==> src/rtl/codec_ctrl_pkg.sv <==
// constants for the codec control register bank
package codec_ctrl_pkg;
   // ==========================================
   // register offsets
   localparam logic [4:0] POWER_CONTROL_ADDR = 5'h00;
   localparam logic [4:0] RESERVED_ONE_ADDR = 5'h01;
   localparam logic [4:0] ADC_PORT_CLOCK_FORMAT_ADDR = 5'h02;
   localparam logic [4:0] DAC_PORT_CLOCK_FORMAT_ADDR = 5'h03;
   localparam logic [4:0] LAST_REG_ADDR = 5'h03;
   localparam logic [4:0] FIRST_REG_ADDR = 5'h00;
   localparam int REG_ADDR_WIDTH = 5;

   // ==========================================
   // field positions
   localparam int ADC_POWER_ON_BIT = 0;
   localparam int DAC_POWER_ON_BIT = 1;
   localparam int ADC_RATIO_LSB = 1;
   localparam int ADC_RATIO_MSB = 2;
   localparam int ADC_FORMAT_BIT = 4;
   localparam int DAC_SOFT_MUTE_BIT = 0;
   localparam int DAC_FORMAT_LSB = 1;
   localparam int DAC_FORMAT_MSB = 2;
   localparam int DEEMPHASIS_BIT = 3;
   localparam int DAC_SPEED_LSB = 4;
   localparam int DAC_SPEED_MSB = 5;
   localparam int DAC_AUTO_RATE_BIT = 6;

   // ==========================================
   // writable masks, fixed-zero bits read back as zero
   localparam logic [7:0] POWER_CONTROL_MASK = 8'h03;
   localparam logic [7:0] RESERVED_ONE_MASK = 8'h00;
   localparam logic [7:0] ADC_PORT_MASK = 8'h16;
   localparam logic [7:0] DAC_PORT_MASK = 8'h7f;

   // ==========================================
   // reset values
   localparam logic [7:0] POWER_CONTROL_RESET = 8'h00;
   localparam logic [7:0] RESERVED_ONE_RESET = 8'h00;
   localparam logic [7:0] ADC_PORT_RESET = 8'h06;
   localparam logic [7:0] DAC_PORT_RESET = 8'h44;

   // ==========================================
   // dac sample codes
   localparam int SAMPLE_WIDTH = 24;
   localparam logic [23:0] DAC_POS_FULL_CODE = 24'h7fffff;
   localparam logic [23:0] DAC_NEG_FULL_CODE = 24'h800000;
   localparam logic [23:0] DAC_ZERO_CODE = 24'h000000;

   // ==========================================
   // speed modes
   typedef enum logic [1:0] {
      SPEED_NORMAL = 2'b00,
      SPEED_DOUBLE = 2'b01,
      SPEED_QUAD = 2'b10,
      SPEED_SPARE = 2'b11
   } speed_mode_e;
endpackage : codec_ctrl_pkg

==> src/rtl/pin_sync.sv <==
// two-flop synchroniser for asynchronous pins
`timescale 1ns/1ns
module pin_sync #(
   parameter logic RESET_LEVEL = 1'b1
) (
   input wire logic core_clk,
   input wire logic reset,
   input wire logic clkEn,
   input wire logic pinIn,
   output logic pinOut
);
   // ==========================================
   // sync chain
   logic stage1_r;

   // first stage feeds only the second
   always_ff @(posedge core_clk) begin
      if (reset) begin
         stage1_r <= RESET_LEVEL;
         pinOut <= RESET_LEVEL;
      end else if (clkEn) begin
         stage1_r <= pinIn;
         pinOut <= stage1_r;
      end
   end
endmodule : pin_sync

==> src/rtl/codec_control_register_bank.sv <==
// control register bank of the stereo codec, byte port from the serial engine
//
// Function
// - both powerdown pins low return every register to defaults.
// - adc pin low powers adc down, resets 01h-02h and adc power bit.
// - dac pin low powers dac down, resets 03h and dac power bit.
// - adc power bit zero powers adc down, keeps 01h-02h.
// - dac power bit zero powers dac down, keeps 03h.
// - 00h: adc power on at D0, dac at D1, default off, rest zero.
// - 02h D2:D1 adc master clock ratio, default binary 11.
// - 02h D4 adc port format, default zero.
// - 03h D0 dac soft mute, default off.
// - 03h D2:D1 dac format default 10, D3 de-emphasis default 0.
// - 03h D5:D4 dac speed used only when auto rate is zero.
// - 03h D6 dac auto rate, default one.
// - auto rate off still detects clock ratio inside chosen speed.
// - adc samples leave in two's complement.
// - dac takes 24-bit two's complement codes, 800000h negative full.
// - address counter increments per byte, wraps 03h to 00h.
`timescale 1ns/1ns
module codec_control_register_bank
   import codec_ctrl_pkg::*;
(
   input wire logic core_clk,
   input wire logic reset,
   input wire logic clkEn,
   input wire logic adcSidePowerdownPin_n,
   input wire logic dacSidePowerdownPin_n,
   input wire logic regAddrLoad,
   input wire logic [7:0] regAddrByte,
   input wire logic regWrite,
   input wire logic [7:0] regWrData,
   input wire logic regReadAdvance,
   input wire logic [1:0] detectedSpeed,
   input wire logic [SAMPLE_WIDTH-1:0] adcSampleIn,
   input wire logic adcSampleValid,
   input wire logic [SAMPLE_WIDTH-1:0] dacSampleIn,
   input wire logic dacSampleValid,
   output logic [7:0] regRdData,
   output logic [REG_ADDR_WIDTH-1:0] regAddrCount,
   output logic adcPowered,
   output logic dacPowered,
   output logic [1:0] adcMasterRatioSelect,
   output logic adcPortFormat,
   output logic dacSoftMute,
   output logic [1:0] dacPortFormat,
   output logic deemphasisSelect,
   output logic dacAutoRate,
   output logic [1:0] dacSpeedMode,
   output logic dacSpeedFree,
   output logic [SAMPLE_WIDTH-1:0] adcSampleOut,
   output logic adcSampleOutValid,
   output logic signed [SAMPLE_WIDTH-1:0] dacLevel,
   output logic dacPosFull,
   output logic dacNegFull,
   output logic dacZero
);
   // ==========================================
   // helpers
   function automatic logic [REG_ADDR_WIDTH-1:0] nextAddr(
      input logic [REG_ADDR_WIDTH-1:0] a
   );
      // beyond the map the counter simply climbs and wraps at 5 bits
      if (a == LAST_REG_ADDR) begin
         nextAddr = FIRST_REG_ADDR;
      end else begin
         nextAddr = a + 5'h01;
      end
   endfunction : nextAddr

   function automatic logic [7:0] maskWrite(
      input logic [7:0] data,
      input logic [7:0] mask
   );
      maskWrite = data & mask;
   endfunction : maskWrite

   // one compare per target, so the write strobes cannot drift apart
   function automatic logic wrHit(
      input logic [REG_ADDR_WIDTH-1:0] a,
      input logic [REG_ADDR_WIDTH-1:0] target
   );
      wrHit = (a == target);
   endfunction : wrHit

   // ==========================================
   // pin synchronisers
   logic adcPinSync;
   logic dacPinSync;

   pin_sync #(
      .RESET_LEVEL(1'b1)
   ) adcPinSyncInst (
      .core_clk(core_clk),
      .reset(reset),
      .clkEn(clkEn),
      .pinIn(adcSidePowerdownPin_n),
      .pinOut(adcPinSync)
   );

   pin_sync #(
      .RESET_LEVEL(1'b1)
   ) dacPinSyncInst (
      .core_clk(core_clk),
      .reset(reset),
      .clkEn(clkEn),
      .pinIn(dacSidePowerdownPin_n),
      .pinOut(dacPinSync)
   );

   logic adcPinDown;
   logic dacPinDown;
   assign adcPinDown = ~adcPinSync;
   assign dacPinDown = ~dacPinSync;

   // ==========================================
   // address decode
   logic [REG_ADDR_WIDTH-1:0] addrCount_r;
   logic inMap;
   logic wrPower;
   logic wrAdc;
   logic wrDac;

   assign inMap = (addrCount_r <= LAST_REG_ADDR);
   // writes outside 00h-03h are dropped, the host must not make them
   assign wrPower = regWrite && wrHit(addrCount_r, POWER_CONTROL_ADDR);
   assign wrAdc = regWrite && wrHit(addrCount_r, ADC_PORT_CLOCK_FORMAT_ADDR);
   assign wrDac = regWrite && wrHit(addrCount_r, DAC_PORT_CLOCK_FORMAT_ADDR);

   // ==========================================
   // address counter
   always_ff @(posedge core_clk) begin
      if (reset) begin
         addrCount_r <= FIRST_REG_ADDR;
      end else if (clkEn) begin
         if (regAddrLoad) begin
            // top three address bits are don't care
            addrCount_r <= regAddrByte[REG_ADDR_WIDTH-1:0];
         end else if (regWrite || regReadAdvance) begin
            addrCount_r <= nextAddr(addrCount_r);
         end
      end
   end

   // ==========================================
   // power control register
   logic adcPowerOn_r;
   logic dacPowerOn_r;

   always_ff @(posedge core_clk) begin
      if (reset) begin
         adcPowerOn_r <= POWER_CONTROL_RESET[ADC_POWER_ON_BIT];
      end else if (clkEn) begin
         if (adcPinDown) begin
            // both pins low also lands here, giving full defaults
            adcPowerOn_r <= POWER_CONTROL_RESET[ADC_POWER_ON_BIT];
         end else if (wrPower) begin
            adcPowerOn_r <= regWrData[ADC_POWER_ON_BIT];
         end
      end
   end

   always_ff @(posedge core_clk) begin
      if (reset) begin
         dacPowerOn_r <= POWER_CONTROL_RESET[DAC_POWER_ON_BIT];
      end else if (clkEn) begin
         if (dacPinDown) begin
            dacPowerOn_r <= POWER_CONTROL_RESET[DAC_POWER_ON_BIT];
         end else if (wrPower) begin
            dacPowerOn_r <= regWrData[DAC_POWER_ON_BIT];
         end
      end
   end

   // ==========================================
   // adc port clock and format register
   logic [7:0] adcPortReg_r;

   // the power bit does not touch this register
   always_ff @(posedge core_clk) begin
      if (reset) begin
         adcPortReg_r <= ADC_PORT_RESET;
      end else if (clkEn) begin
         if (adcPinDown) begin
            adcPortReg_r <= ADC_PORT_RESET;
         end else if (wrAdc) begin
            adcPortReg_r <= maskWrite(regWrData, ADC_PORT_MASK);
         end
      end
   end

   // ==========================================
   // dac port clock and format register
   logic [7:0] dacPortReg_r;

   always_ff @(posedge core_clk) begin
      if (reset) begin
         dacPortReg_r <= DAC_PORT_RESET;
      end else if (clkEn) begin
         if (dacPinDown) begin
            dacPortReg_r <= DAC_PORT_RESET;
         end else if (wrDac) begin
            dacPortReg_r <= maskWrite(regWrData, DAC_PORT_MASK);
         end
      end
   end

   // ==========================================
   // read data
   logic [7:0] rdMux;

   always_comb begin
      rdMux = 8'h00;
      case (addrCount_r)
         POWER_CONTROL_ADDR: begin
            rdMux = maskWrite({6'h00, dacPowerOn_r, adcPowerOn_r},
                              POWER_CONTROL_MASK);
         end
         RESERVED_ONE_ADDR: begin
            rdMux = RESERVED_ONE_RESET & RESERVED_ONE_MASK;
         end
         ADC_PORT_CLOCK_FORMAT_ADDR: begin
            rdMux = maskWrite(adcPortReg_r, ADC_PORT_MASK);
         end
         DAC_PORT_CLOCK_FORMAT_ADDR: begin
            rdMux = maskWrite(dacPortReg_r, DAC_PORT_MASK);
         end
         default: begin
            rdMux = 8'h00;
         end
      endcase
   end

   // registered, so data follows the counter by one cycle
   always_ff @(posedge core_clk) begin
      if (reset) begin
         regRdData <= 8'h00;
         regAddrCount <= FIRST_REG_ADDR;
      end else if (clkEn) begin
         regRdData <= inMap ? rdMux : 8'h00;
         regAddrCount <= addrCount_r;
      end
   end

   // ==========================================
   // control outputs
   always_ff @(posedge core_clk) begin
      if (reset) begin
         adcPowered <= 1'b0;
         dacPowered <= 1'b0;
      end else if (clkEn) begin
         adcPowered <= adcPowerOn_r && !adcPinDown;
         dacPowered <= dacPowerOn_r && !dacPinDown;
      end
   end

   always_ff @(posedge core_clk) begin
      if (reset) begin
         adcMasterRatioSelect <= ADC_PORT_RESET[ADC_RATIO_MSB:ADC_RATIO_LSB];
         adcPortFormat <= ADC_PORT_RESET[ADC_FORMAT_BIT];
      end else if (clkEn) begin
         adcMasterRatioSelect <= adcPortReg_r[ADC_RATIO_MSB:ADC_RATIO_LSB];
         adcPortFormat <= adcPortReg_r[ADC_FORMAT_BIT];
      end
   end

   always_ff @(posedge core_clk) begin
      if (reset) begin
         dacSoftMute <= DAC_PORT_RESET[DAC_SOFT_MUTE_BIT];
         dacPortFormat <= DAC_PORT_RESET[DAC_FORMAT_MSB:DAC_FORMAT_LSB];
         deemphasisSelect <= DAC_PORT_RESET[DEEMPHASIS_BIT];
         dacAutoRate <= DAC_PORT_RESET[DAC_AUTO_RATE_BIT];
      end else if (clkEn) begin
         dacSoftMute <= dacPortReg_r[DAC_SOFT_MUTE_BIT];
         dacPortFormat <= dacPortReg_r[DAC_FORMAT_MSB:DAC_FORMAT_LSB];
         deemphasisSelect <= dacPortReg_r[DEEMPHASIS_BIT];
         dacAutoRate <= dacPortReg_r[DAC_AUTO_RATE_BIT];
      end
   end

   // ==========================================
   // dac speed mode selection
   logic [1:0] manualSpeed;
   assign manualSpeed = dacPortReg_r[DAC_SPEED_MSB:DAC_SPEED_LSB];

   // ratio detection always runs, only the speed choice is pinned
   always_ff @(posedge core_clk) begin
      if (reset) begin
         dacSpeedMode <= SPEED_NORMAL;
         dacSpeedFree <= DAC_PORT_RESET[DAC_AUTO_RATE_BIT];
      end else if (clkEn) begin
         if (dacPortReg_r[DAC_AUTO_RATE_BIT]) begin
            dacSpeedMode <= detectedSpeed;
            dacSpeedFree <= 1'b1;
         end else begin
            dacSpeedMode <= manualSpeed;
            dacSpeedFree <= 1'b0;
         end
      end
   end

   // ==========================================
   // adc sample output
   // zero data while powered down, coding passes through unchanged
   always_ff @(posedge core_clk) begin
      if (reset) begin
         adcSampleOut <= DAC_ZERO_CODE;
         adcSampleOutValid <= 1'b0;
      end else if (clkEn) begin
         adcSampleOutValid <= adcSampleValid;
         if (!adcPowered) begin
            // a stale sample must not linger once the path is powered down
            adcSampleOut <= DAC_ZERO_CODE;
         end else if (adcSampleValid) begin
            adcSampleOut <= adcSampleIn;
         end
      end
   end

   // ==========================================
   // dac sample interpretation
   always_ff @(posedge core_clk) begin
      if (reset) begin
         dacLevel <= '0;
         dacPosFull <= 1'b0;
         dacNegFull <= 1'b0;
         dacZero <= 1'b1;
      end else if (clkEn) begin
         if (!dacPowered) begin
            dacLevel <= '0;
            dacPosFull <= 1'b0;
            dacNegFull <= 1'b0;
            dacZero <= 1'b1;
         end else if (dacSampleValid) begin
            dacLevel <= $signed(dacSampleIn);
            dacPosFull <= (dacSampleIn == DAC_POS_FULL_CODE);
            dacNegFull <= (dacSampleIn == DAC_NEG_FULL_CODE);
            dacZero <= (dacSampleIn == DAC_ZERO_CODE);
         end
      end
   end
endmodule : codec_control_register_bank

==> config.mk <==
export PLATFORM = sky130hd
export DESIGN_NAME = codec_control_register_bank
export DESIGN_NICKNAME = d
export VERILOG_FILES = /design/src/rtl/codec_ctrl_pkg.sv /design/src/rtl/pin_sync.sv /design/src/rtl/codec_control_register_bank.sv
export SDC_FILE = /design/constraint.sdc
export NUM_CORES = 1
export LEC_CHECK = 0
export ABC_AREA = 1
export BUFFER_PORTS_ARGS = -buffer_cell sky130_fd_sc_hd__buf_4
export CAP_MARGIN = 20
export CORE_ASPECT_RATIO = 0.8
export CORE_MARGIN = 4
export CORE_UTILIZATION = 35
export DETAILED_ROUTE_END_ITERATION = 8
export PLACE_DENSITY = 0.74
export SYNTH_ARGS = -nofsm -noshare
export SYNTH_HDL_FRONTEND = slang
export SYNTH_SLANG_ARGS = --single-unit
==> constraint.sdc <==
create_clock -name core_clk -period 1.5 [get_ports core_clk]
set_clock_uncertainty 0.1 [all_clocks]
set_input_delay 0.45 -clock core_clk [delete_from_list [all_inputs] [get_ports core_clk]]
set_output_delay 0.45 -clock core_clk [all_outputs]
set_load 0.005 [all_outputs]
=== After elaboration in Yosys (flattened, before gate mapping) ===
Index checks and enable logic that the tools add are counted.

* Bits in latches: 0
* Logic and storage cells: 80
* Memory bits (writable): 0
* Bits in read-only memories: 0
* Output and inout port bits: 78
* Register bits after elaboration: 101
* Memories: 0

* Mux-type cells: 25
* Multiply operators: 0
* Order comparisons: 1
* Shifts and indexed selects: 0
* Bitwise logic cells: 0
* Divide/modulo/power cells: 0
* Reduce and logical (&&, ||, !) cells: 16
* Equality and inequality tests: 10
* $add $sub $neg: 1

{| class="wikitable"
|+ Operator list
! operator !! number
|-
| $mux 24 || 4
|-
| $mux 5 || 5
|-
| $eq 24x23->1 const B || 1
|-
| $eq 24x24->1 const B || 1
|-
| $logic_not 24->1 || 1
|-
| $pmux 7 s3 || 1
|-
| $mux 7 || 2
|-
| $reduce_and 2->1 || 7
|-
| $ne 2x2->1 const B || 6
|-
| $mux 1 || 11
|-
| $eq 5x2->1 const B || 2
|-
| $mux 8 || 1
|-
| $add 5x1->5 const B || 1
|-
| $le 5x2->1 const B || 1
|-
| $logic_and 1x1->1 || 5
|-
| $logic_not 5->1 || 1
|-
| $mux 2 || 1
|-
| $reduce_bool 2->1 || 1
|-
| $logic_or 1x1->1 || 1
|}

=== Longest topological paths before layout ===
Gate-level depths: netlist of the first run.

* Depth in word-level cells: 4
* Depth in mapped cells: 9
* Mapped depth without buffers: 8

=== Cells and area by module ===
A second synthesis of the first run with hierarchy kept.

* Cell total of the unflattened synthesis: 564
* Area, all modules: 4271.6 um^2

{| class="wikitable"
|+ By module, submodules not included
! module !! times used !! area an instance (um^2) !! cells each
|-
| codec_control_register_bank || 1 || 4126.5 || 544
|-
| pin_sync || 2 || 72.6 || 10
|}

=== Worst setup path before layout of the first run ===
Ideal clock, no wire load.

* Path type: reg2reg
* From: register addrCount_r[1]
* To: register dacPortReg_r[3]
* Slack: 0.019 ns
* Data arrival time: 1.266 ns
* Data required time: 1.285 ns
* Clock period less this slack: 1.481 ns
* Path buffers: 1
* Cell stages (with the launch flop): 10
* Cell sequence: dfxtp_1 -> ha_1 -> inv_1 -> nor2_2 -> nand2_1 -> nand2_2 -> buf_6 -> nand3_1 -> nand2_1 -> nor2_1

* Word-level cells in the longest chain between the ends: 4

{| class="wikitable"
|+ RTL lines
! element !! RTL line !! text
|-
| start: declaration || codec_control_register_bank.sv:118 || <nowiki>logic [REG_ADDR_WIDTH-1:0] addrCount_r;</nowiki>
|-
| start signal: assignment || codec_control_register_bank.sv:138 || <nowiki>addrCount_r <= regAddrByte[REG_ADDR_WIDTH-1:0];</nowiki>
|-
| start signal: assignment || codec_control_register_bank.sv:140 || <nowiki>addrCount_r <= nextAddr(addrCount_r);</nowiki>
|-
| $eq 5x2->1 || codec_control_register_bank.sv:83 || <nowiki>wrHit = (a == target);</nowiki>
|-
| $logic_and 1x1->1 || codec_control_register_bank.sv:128 || <nowiki>assign wrDac = regWrite && wrHit(addrCount_r, DAC_PORT_CLOCK_FORMAT_ADDR);</nowiki>
|-
| $ne 2x2->1 (no source line) || - ||
|-
| $reduce_and 2->1 (no source line) || - ||
|-
| end signal: assignment || codec_control_register_bank.sv:203 || <nowiki>dacPortReg_r <= maskWrite(regWrData, DAC_PORT_MASK);</nowiki>
|-
| end: declaration || codec_control_register_bank.sv:194 || <nowiki>logic [7:0] dacPortReg_r;</nowiki>
|}

No other way between the ends.
A chain may end at the register's enable or synchronous reset.

=== Final worst setup path of the first run ===
* From: register addrCount_r[0]
* To: register adcPortReg_r[4]

* Word-level cells in the longest chain between the ends: 4

{| class="wikitable"
|+ RTL lines
! element !! RTL line !! text
|-
| $eq 5x2->1 || codec_control_register_bank.sv:83 ||
|-
| $logic_and 1x1->1 || codec_control_register_bank.sv:127 || <nowiki>assign wrAdc = regWrite && wrHit(addrCount_r, ADC_PORT_CLOCK_FORMAT_ADDR);</nowiki>
|-
| $ne 2x2->1 (no source line) || - ||
|-
| $reduce_and 2->1 (no source line) || - ||
|-
| end signal: assignment || codec_control_register_bank.sv:187 || <nowiki>adcPortReg_r <= maskWrite(regWrData, ADC_PORT_MASK);</nowiki>
|-
| end: declaration || codec_control_register_bank.sv:177 || <nowiki>logic [7:0] adcPortReg_r;</nowiki>
|}

No other way between the ends.

==> metrics.md, run 1 <==
| Metric | Value |
|---|---|
| CTS Buf Count | `9` |
| Vias in the first global route | `4069` |
| CP max FO | `5` |
| Yosys reg bits | `between 90 and 100` |
| Vias per cell | `about 5` |
| Drt drc | `0` |
| Post-synthesis simple-gate area fraction | `24.89%` |
| P_leak | `approximately 2.6 nW` |
| Critical Path AT | `about 1600 ps` |
| CP Class | `flop to flop` |
| Average cell area after synthesis | `7.416 sq um` |
| Area grow syn2layout | `41.70%` |
| Worst min path class | `primary input to flop` |
| Site Rows | `35` |
| Root Buffer | `clkbuf_16` |
| Die area | `between 10000 and 15000 sq um` |
| Fin. Hold Viols | `0` |
| Adder-cell share of the synthesized area | `0.9039%` |
| Per-cell routed wire length | `roughly 14 um` |
| # IOs | `~150` |
| Synth Cell Area | `4153 sq um` |
| DIE HEIGHT | `approximately 110 um` |
| Main flop type after synthesis | `dfxtp_1` |
| Core Box Area | `11560 sq um` |
| R2r setup slk | `between 70 and 80 ps` |
| Final wirelength | `roughly 12 mm` |
| Port-buffer cells | `approximately 150` |
| Synth Net Count | `639` |
| # H-tree levels | `3` |
| Final setup violation count | `0` |
| Final WS setup | `about 72 ps` |
| Tmin final | `~1400 ps` |
| XOR/XNOR Fraction of Synth Area | `less than 1%` |
| GP Congestion | `around 0.88` |
| F_max | `between 700 and 800 MHz` |
| Clk buf depth | `2` |
| Yosys cell types | `27` |
| Routed Antenna Nets | `0` |
| Setup TNS | `0 ps` |
| Global Route Usage Sum | `between 10% and 20%` |
| DRT Pass-1 Iters | `5` |
| 1st-iter DRT viols | `about 240` |
| Reg2Reg Launch Point | `addrCount_r[0]` |
| Register clock-pin slew on the reported worst setup and hold paths | `about 70 ps` |
| Critical Path Source | `addrCount_r[0]` |
| GRT overflow | `0` |
| Final cycle utilization of the critical path | `95.18%` |
| # Max-Cap Violations | `0` |
| Diode count | `0` |
| Peak supply drop | `approximately 0.65 mV` |
| Pwr dens | `around 980 nW/um^2` |
| Most frequent cells in the layout | `buf_4 (175), nand2_1 (128), dfxtp_1 (91), a21oi_1 (88), nand3_1 (58)` |
| CTS tree | `done` |
| Dpl ws | `-29.74 ps` |
| Pins over their slew limit | `0` |
| First-pass GRT wire length | `a little under 20 mm` |
| Yosys warns | `0` |
| R2R depth | `7` |
| Main combinational cell family by area after synthesis | `simple AND/OR/NAND/NOR gates` |
| Synth async-reset ratio | `0%` |
| Worst EP required | `around 1700 ps` |
| Crit path to | `adcPortReg_r[4]` |
| Mapped Cells | `560` |
| Placed cells | `between 800 and 900` |
| Layout cells sized above 1 | `between 30 and 40%` |
| Sequential area share after synthesis | `46.76%` |
| DP HPWL | `approximately 9 mm` |
| Most common cell after layout, fill and taps aside | `buf_4` |
| Fin util | `50.90%` |
| Post-synth EDFFs | `0` |
| Mux contribution to synthesized area | `0%` |
| Starting Density | `35.92%` |
| Initial antenna violation count | `0` |
| Clk sink count | `a little under 100` |
| Nets | `roughly 790` |
| Post-Layout Cell Count | `slightly below 900` |
| Die width | `around 130 um` |
| Vias | `4366` |
| Worst r2r dst | `adcPortReg_r[4]` |
| Synth Area in Compound Gates | `about a fifth` |
| Outcome | `complete, no violations` |
| Crit path launch type | `flop` |
| Design Power | `roughly 0.0058 W` |
| Largest net degree at the start of global routing | `41` |
| Clock Latency Late Sink | `330 ps` |
| Crit path capture type | `flop` |
registers in the layout (all words and copies together) (netlist names), 2 cells and up:
register,cells
dacLevel,24
regAddrCount,5
adcMasterRatioSelect,2
addrCount_r,5
regRdData,7
dacPortFormat,2
dacPortReg_r,7
adcSampleOut,24
dacSpeedMode,2
adcPortReg_r,3
timing repair:
action                                  4_1_cts  5_1_grt
pin swaps                                     0        1
gates resized for setup                       4       13
buffers inserted                              0        3
hold buffers                                  0        0
endpoints found under the setup margin        7       12
gates cloned                                  0        1
cells by family (layout without fill, tap and decap cells):
kind of cell / Yosys count / after routing
buffers and inverters: 71 / 227
other: 1 / 1
AO/OA/AOI/OAI: 142 / 142
adder cells (fa/ha/maj): 3 / 3
AND/OR/NAND/NOR: 245 / 246
flip-flops: 97 / 97
XOR/XNOR: 1 / 1
how the worst min path moves through the flow:
stage | from | end | slack (ps) | depth (start not counted)
2_1_floorplan | adcPinSyncInst.stage1_r | adcPinSyncInst.stage1_r | 330 | 2
5_1_grt | adcSidePowerdownPin_n | adcPinSyncInst.stage1_r | 230 | 3
4_1_cts | dacSidePowerdownPin_n | dacPinSyncInst.stage1_r | 200 | 3
6_report | dacSidePowerdownPin_n | dacPinSyncInst.stage1_r | 220 | 3
3_3_place_gp | adcMasterRatioSelect[0] | adcMasterRatioSelect[0] | 340 | 2
3_5_place_dp | dacPortFormat[1] | dacPortFormat[1] | 350 | 2
worst max-delay path, stage by stage, from the launching register on:
cell and delay, ps:
dfxtp_4 360, inv_2 70, ha_2 200, nand3_2 130
o21ai_4 230, buf_4 140, a21oi_1 50, nor2_1 90
per-layer routing:
metal,vias up,wire length (um),track usage (%)
met5,-,0,0
met4,0,144,4.748
met3,12,1185,5.370
met2,174,5509,26.64
met1,1996,5186,22.57
li1,2184,-,-
cell usage after synthesis (2+ instances only):
| cell type | instances | share of area (%) |
|---|---|---|
| nand2_1 | 130 | 12 |
| dfxtp_1 | 97 | 47 |
| a21oi_1 | 88 | 11 |
| nand3_1 | 59 | 7.1 |
| nor2_1 | 42 | 3.8 |
| inv_1 | 28 | 2.5 |
| o211ai_1 | 28 | 5.1 |
| o21ai_0 | 21 | 2.5 |
| buf_2 | 14 | 1.7 |
| clkbuf_1 | 14 | 1.3 |
| nand4_1 | 8 | 1.2 |
| buf_1 | 5 | 0.45 |
| buf_6 | 4 | 1.1 |
| buf_4 | 3 | 0.54 |
| ha_1 | 3 | 0.90 |
| inv_2 | 3 | 0.27 |
| nor2_2 | 2 | 0.30 |
| or2_2 | 2 | 0.30 |
metrics by stage:
stage	hold WS, ps	instance area (sq um)
2_1_floorplan	329.2	4153
3_3_place_gp	342.5	5522
3_5_place_dp	351.7	5522
4_1_cts	204.2	5819
5_1_grt	226.1	5884
6_report	218.0	5884
power by group:
| part | internal [W] | switching [W] |
|---|---|---|
| Combinational | 0.000396 | 0.000433 |
| Sequential | 0.00267 | 0.0000785 |
| Clock | 0.00116 | 0.00104 |
layout make-up:
type,instances,area [sq um]
fill,1128,5677
tap,148,185.2
sequential,97,1954
inverter,31,116.4
timing repair buffer,180,1414
clock inverter,7,62.56
multi-input combinational,393,1927
clock buffer,9,225.2
No activity file was read; power rests on OpenSTA's default activity.
==> inputs of run 2 (changes only) <==
--- a/config.mk
+++ b/config.mk
@@ -6,13 +6,13 @@
 export NUM_CORES = 1
 export LEC_CHECK = 0
 export ABC_AREA = 1
-export BUFFER_PORTS_ARGS = -buffer_cell sky130_fd_sc_hd__buf_4
 export CAP_MARGIN = 20
-export CORE_ASPECT_RATIO = 0.8
+export CORE_ASPECT_RATIO = 2
 export CORE_MARGIN = 4
-export CORE_UTILIZATION = 35
+export CORE_UTILIZATION = 51
 export DETAILED_ROUTE_END_ITERATION = 8
-export PLACE_DENSITY = 0.74
+export DONT_BUFFER_PORTS = 1
+export PLACE_DENSITY = 0.81
 export SYNTH_ARGS = -nofsm -noshare
 export SYNTH_HDL_FRONTEND = slang
 export SYNTH_SLANG_ARGS = --single-unit
==> metrics.md, run 2 (synthesis gave the netlist of run 1 again) <==
| Metric | Value |
|---|---|
| Worst min path class | `primary input to flop` |
| Hold-critical path depth | `1 (-2)` |
| First-pass GRT wire length | `16.88 mm (-12%)` |
| F_max | `690.1 MHz (-1.5%)` |
| Slowest CP cell | `dfxtp_2` |
| CTS Buf Count | `9 (unchanged)` |
| # IOs | `154 (unchanged)` |
| Crit-path max cell delay | `390 ps (+30 ps)` |
| Crit path capture type | `output pin` |
| Met1 Use GR | `21.57% (-0.99 points)` |
| Hold_buf cts | `0 (unchanged)` |
| Nets | `628 (-21%)` |
| GP Congestion | `0.8683 (-1.2%)` |
| Least-Margin Pin Slew | `~580 ps` |
| Post-CTS Setup Bufs | `0 (unchanged)` |
| # Max-Cap Violations | `0 (unchanged)` |
| 1st-iter DRT viols | `309 (+29%)` |
| Design Power | `0.005336 W (-7.7%)` |
| CP delay by family, top | `flip-flops` |
| Outcome | `complete, no violations` |
| Clk buf depth | `2 (unchanged)` |
| DIE HEIGHT | `135.6 um (+29%)` |
| Layout cells sized above 1 | `8.845% (-22 points)` |
| Post-Layout Cell Count | `650 (-25%)` |
| Final wirelength | `10.91 mm (-9.3%)` |
| Final cycle utilization of the critical path | `96.61% (+1.4 points)` |
| GRT overflow | `0 (unchanged)` |
| CP max FO | `26 (+21)` |
| Crit path buf inv count | `1 (-1)` |
| Drt drc | `0 (unchanged)` |
| Headroom to the max-slew limit | `~61%` |
| Site Rows | `46 (+31%)` |
| Pwr dens | `1176 nW/um^2 (+20%)` |
| Crit path launch type | `flop` |
| Per-cell routed wire length | `16.79 um (+21%)` |
| Most frequent cells in the layout | `nand2_1 (129), dfxtp_1 (93), a21oi_1 (88), nand3_1 (58), nor2_1 (42)` |
| Clock Latency Late Sink | `330 ps (about the same)` |
| Setup TNS | `0 ps (unchanged)` |
| DP HPWL | `8.030 mm (-11%)` |
| P_leak | `1.721 nW (-33%)` |
| Die area | `9737 sq um (-29%)` |
| Met2 GRT Util | `39.91% (+13 points)` |
| CTS tree | `done` |
| Clk sink count | `97 (unchanged)` |
| Routed Antenna Nets | `0 (unchanged)` |
| Largest registers | `adcSampleOut x24, dacLevel x24` |
| Vias in the first global route | `3538 (-13%)` |
| Peak supply drop | `0.5650 mV (-14%)` |
| Starting Density | `52.28% (+16 points)` |
| Worst EP required | `950 ps (-730 ps)` |
| Diode count | `0 (unchanged)` |
| Port-buffer cells | `0 (-100%)` |
| Pins over their slew limit | `0 (unchanged)` |
| DRT Pass-1 Iters | `6 (+1)` |
| Global Route Usage Sum | `21.99% (+5.0 points)` |
| Final setup violation count | `0 (unchanged)` |
| Met3 Usage GRT | `6.389% (+1.0 points)` |
| Critical Path AT | `900 ps (-700 ps)` |
| Largest net degree at the start of global routing | `68 (+66%)` |
| Tmin final | `1449 ps (+21.41 ps)` |
| Core Box Area | `7943 sq um (-31%)` |
| Vias per cell | `5.755 (+14%)` |
| Cells along the critical path | `buf_12` |
| Vias | `3741 (-14%)` |
| Most common cell after layout, fill and taps aside | `nand2_1` |
| Die width | `71.81 um (-45%)` |
| R2R depth | `7 (unchanged)` |
| Initial antenna violation count | `0 (unchanged)` |
| CP Class | `flop to output pin` |
| Fin. Hold Viols | `0 (unchanged)` |
| Root Buffer | `clkbuf_16` |
| # H-tree levels | `3 (unchanged)` |
| Area grow syn2layout | `9.220%` |
| Placed cells | `633 (-25%)` |
| Worst path depth | `1 (-6)` |
| GRT busiest layer | `met2` |
| Register clock-pin slew on the reported worst setup and hold paths | `70 ps (about the same)` |
[run 2: area by class of cell]
| type | count | area, sq um |
|---|---|---|
| clock buffers | 12 | 246.5 |
| clock inverters | 4 | 28.78 |
| fillers | 737 | 3407 |
| inverters | 31 | 116.4 |
| multi-input cells | 393 | 1912 |
| flip-flops and latches | 97 | 1947 |
| well taps | 96 | 120.1 |
| repair buffers | 17 | 165.2 |
[run 2: final timing paths]
kind,startpoint,to,slack (ps)
setup / recovery,adcPowered,adcPowered,50
hold / removal,reset,dacLevel[8],80
setup reg to reg,addrCount_r[0],adcPortReg_r[1],80
hold reg to reg,dacPinSyncInst.stage1_r,dacPinSyncInst.pinOut,370
[run 2: per-stage QoR]
stage | utilization [%] | hold WS [ps] | area [sq um] | setup slack (ps)
after floorplan | - | 329.2 | 4153 | 19.47
after global placement | 53.25 | 342.8 | 4229 | 54.73
after detailed placement | 53.25 | 363.8 | 4229 | -7.186
after CTS | 56.79 | 67.34 | 4511 | 36.69
after global routing | 57.10 | 61.93 | 4536 | -2.339
final | 57.10 | 83.80 | 4536 | 50.83
[run 2: metal layers]
layer / share of wire [%] / up-vias
met2: 55 / 155
li1: - / 1859
met4: 4.1 / 0
met5: 0 / -
met1: 34 / 1689
met3: 7.7 / 38
[run 2: where the power goes]
| part | switching [W] | internal [W] |
|---|---|---|
| Combinational | 0.000283 | 0.000175 |
| Sequential | 0.0000945 | 0.00267 |
| Clock | 0.000939 | 0.00117 |
| Total | 0.00132 | 0.00402 |
[run 2: repair_timing]
item                                    in CTS  in global routing
gates resized for setup                      2                  6
endpoints found under the setup margin       3                 13
pin swaps                                    0                  1
cloned                                       0                  1
==> inputs of run 3 (changes only) <==
--- a/config.mk
+++ b/config.mk
@@ -5,14 +5,13 @@
 export SDC_FILE = /design/constraint.sdc
 export NUM_CORES = 1
 export LEC_CHECK = 0
-export ABC_AREA = 1
 export CAP_MARGIN = 20
 export CORE_ASPECT_RATIO = 2
 export CORE_MARGIN = 4
-export CORE_UTILIZATION = 51
+export CORE_UTILIZATION = 50
 export DETAILED_ROUTE_END_ITERATION = 8
 export DONT_BUFFER_PORTS = 1
-export PLACE_DENSITY = 0.81
+export PLACE_DENSITY = 0.8
 export SYNTH_ARGS = -nofsm -noshare
 export SYNTH_HDL_FRONTEND = slang
 export SYNTH_SLANG_ARGS = --single-unit
==> metrics.md, run 3 <==
| Metric | Value |
|---|---|
| Outcome | `finished, violations left` |
| Failing checks | `negative setup slack` |
| Post-synth EDFFs | `0 (unchanged)` |
| Vias | `3216 (-14%)` |
| Placed cell areas | `4014 sq um (-5.1%)` |
| Final WS setup | `-10.46 ps (-61.29 ps)` |
| 1st-iter DRT viols | `148 (-52%)` |
| Starting Density | `51.26% (-1.0 points)` |
| Root Buffer | `clkbuf_16` |
| Synth top area share | `49.84% (+3.1 points)` |
| Top post-synthesis cells by count | `dfxtp_1 (97), nand2_1 (50), nor2_1 (45), a21oi_1 (37), nand4_1 (34)` |
| Largest registers | `adcSampleOut x24, dacLevel x24` |
| Placed cells | `505 (-20%)` |
| Met3 Usage GRT | `9.354% (+3.0 points)` |
| Main combinational cell family by area after synthesis | `simple AND/OR/NAND/NOR gates` |
| Met2 GRT Util | `38.67% (-1.2 points)` |
| Yosys cell types | `48 (+78%)` |
| Yosys reg bits | `97 (unchanged)` |
| GP Congestion | `0.8690 (about the same)` |
| Setup TNS | `-12.72 ps (-12.72 ps)` |
| Worst min path class | `primary input to flop` |
| # IOs | `154 (unchanged)` |
| Critical Path AT | `1640 ps (+740 ps)` |
| Most common cell in the netlist | `dfxtp_1` |
| Nets | `504 (-20%)` |
| Cells along the critical path | `ha_4, nor4b_4, a21boi_2, o21a_4, a22o_1` |
| Average cell area after synthesis | `9.103 sq um (+23%)` |
| Worst EP required | `1630 ps (+680 ps)` |
| Fin. Hold Viols | `0 (unchanged)` |
| Port-buffer cells | `0 (unchanged)` |
| Core Box Area | `7601 sq um (-4.3%)` |
| Pwr dens | `1183 nW/um^2 (+0.56%)` |
| Routed Antenna Nets | `0 (unchanged)` |
| Layout cells sized above 1 | `14.42% (+5.6 points)` |
| RSZ-0062 raised after global routing | `true` |
| Adder-cell share of the synthesized area | `0.9634% (+0.060 points)` |
| Diode count | `0 (unchanged)` |
| Mux contribution to synthesized area | `6.166% (+6.2 points)` |
| Crit path buf inv count | `0 (-1)` |
| Pint | `0.004035 W (+0.41%)` |
| Dpl ws | `-182.3 ps (-175.1 ps)` |
| DP HPWL | `7.246 mm (-9.8%)` |
| Synth async-reset ratio | `0% (unchanged)` |
| Clk pwr share | `43.2% (+3.7 points)` |
| Vias per cell | `6.137 (+6.6%)` |
| Synth Cell Area | `3896 sq um (-6.2%)` |
| Largest net degree at the start of global routing | `78 (+15%)` |
| # H-tree levels | `3 (unchanged)` |
| F_max | `662.1 MHz (-4.1%)` |
| Most common cell after layout, fill and taps aside | `dfxtp_1` |
| Final wirelength | `9.910 mm (-9.2%)` |
| DRT Pass-1 Iters | `5 (-1)` |
| Yosys warns | `0 (unchanged)` |
| Seq pwr share | `51.3% (-0.6 points)` |
| Crit path launch type | `flop` |
| Main flop type after synthesis | `dfxtp_1` |
| Hold_buf cts | `0 (unchanged)` |
| First-pass GRT wire length | `16.24 mm (-3.8%)` |
| NetSw | `0.001147 W (-13%)` |
| CTS Buf Count | `9 (unchanged)` |
| Combinational Power Share | `5.5% (-3.1 points)` |
| GRT busiest layer | `met2` |
| Synth Net Count | `507 (-21%)` |
| # Max-Cap Violations | `0 (unchanged)` |
| Register clock-pin slew on the reported worst setup and hold paths | `70 ps (about the same)` |
| Mapped Cells | `428 (-24%)` |
| Area grow syn2layout | `12.43%` |
| Clk sink count | `97 (unchanged)` |
| XOR/XNOR Fraction of Synth Area | `0% (-0.21 points)` |
| Site Rows | `45 (-2.2%)` |
| Clock Latency Late Sink | `340 ps (about the same)` |
| Slowest CP cell | `dfxtp_4` |
| Tmin final | `1510 ps (+61.29 ps)` |
| Vias in the first global route | `3312 (-6.4%)` |
| Synth Area in Compound Gates | `17.44% (-1.9 points)` |
| Crit-path max cell delay | `370 ps (-20 ps)` |
| Clk buf depth | `2 (unchanged)` |
| CP Class | `flop to flop` |
| CP delay by family, top | `compound AO/OA/AOI/OAI gates` |
| Met1 Use GR | `22.07% (+0.50 points)` |
| GRT overflow | `0 (unchanged)` |
| Die width | `70.42 um (-1.9%)` |
| Area contributors post-synth | `dfxtp_1 (50%), mux2i_1 (6.2%), nand4_1 (5.5%)` |
| Global Route Usage Sum | `21.61% (-0.38 points)` |
| Finished Cell Area | `4380 sq um (-3.4%)` |
| Post-synthesis simple-gate area fraction | `19.81% (-5.1 points)` |
| Post-synth top area cell | `dfxtp_1` |
| Final setup violation count | `2 (+2)` |
| Design Power | `0.005182 W (-2.9%)` |
| Crit path capture type | `flop` |
| CTS tree | `done` |
| Peak supply drop | `1.121 mV (+98%)` |
| Initial antenna violation count | `0 (unchanged)` |
| Sw Ratio | `22.13% (-2.6 points)` |
| Die area | `9355 sq um (-3.9%)` |
| Per-cell routed wire length | `18.91 um (+13%)` |
| Most frequent cells in the layout | `dfxtp_1 (91), nand2_1 (50), nor2_1 (44), a21oi_1 (36), nand4_1 (34)` |
| DIE HEIGHT | `132.8 um (-2.0%)` |
| Post-Layout Cell Count | `524 (-19%)` |
| CP max FO | `5 (-81%)` |
| Drt drc | `0 (unchanged)` |
| Final cycle utilization of the critical path | `100.7% (+4.1 points)` |
| Sequential area share after synthesis | `49.84% (+3.1 points)` |
| P_leak | `1.539 nW (-11%)` |
| Pins over their slew limit | `0 (unchanged)` |
-- run 3: routing by layer --
layer,routed length (um),part of all wire [%],vias up
met3,1067,11,13
met1,3356,34,1476
met2,5334,54,177
met4,153,1.5,0
met5,0,0,-
li1,-,-,1550
-- run 3: cells by family (layout without fill, tap and decap cells) --
logic type                 after synthesis  count (layout)
DFF                                     97              97
muxes                                   24              24
buffers and inverters                   44              46
and+or+nand+nor                        158             158
adders and majority gates                3               3
AOI/OAI and AO/OA                      101             101
other                                    1               1
-- run 3: area by class of cell --
type,instances,area (sq um)
fill,666,3221
clock buffer,12,267.8
tap,94,117.6
clock inverter,4,32.53
sequential,97,1954
timing repair buffer,23,188.9
multi-input combinational,287,1793
inverter,7,26.28
-- run 3: per-stage QoR --
step | hold WS (ps) | utilization [%]
after global routing | 54.43 | 57.63
after floorplan | 341.3 | -
after global placement | 354.6 | 52.81
after CTS | 64.12 | 57.05
after detailed placement | 360.4 | 52.81
final | 73.82 | 57.63
-- run 3: worst paths after layout --
path	depth (start not counted)	start	to	slack [ps]
worst min register to register	2	dacLevel[15]	dacLevel[15]	370
worst max register to register	5	addrCount_r[1]	dacPortReg_r[4]	-10
worst max-delay path	5	addrCount_r[1]	dacPortReg_r[4]	-10
worst min-delay path	1	reset	regRdData[3]	70
-- run 3: what timing repair did --
item / 4_1_cts / 5_1_grt
resized for setup: 3 / 18
setup buffers: 2 / 1
pin swaps: 8 / 7
setup endpoints to repair: 7 / 19
-- run 3: power by group through the flow --
| stage | Sequential, W | Combinational, W | Clock, W |
|---|---|---|---|
| 2_1_floorplan | 0.00270 | 0.000255 | 0 |
| 3_3_place_gp | 0.00271 | 0.000252 | 0 |
| 3_5_place_dp | 0.00271 | 0.000259 | 0 |
| 4_1_cts | 0.00265 | 0.000270 | 0.00231 |
| 5_1_grt | 0.00266 | 0.000318 | 0.00241 |
| 6_report | 0.00266 | 0.000285 | 0.00224 |
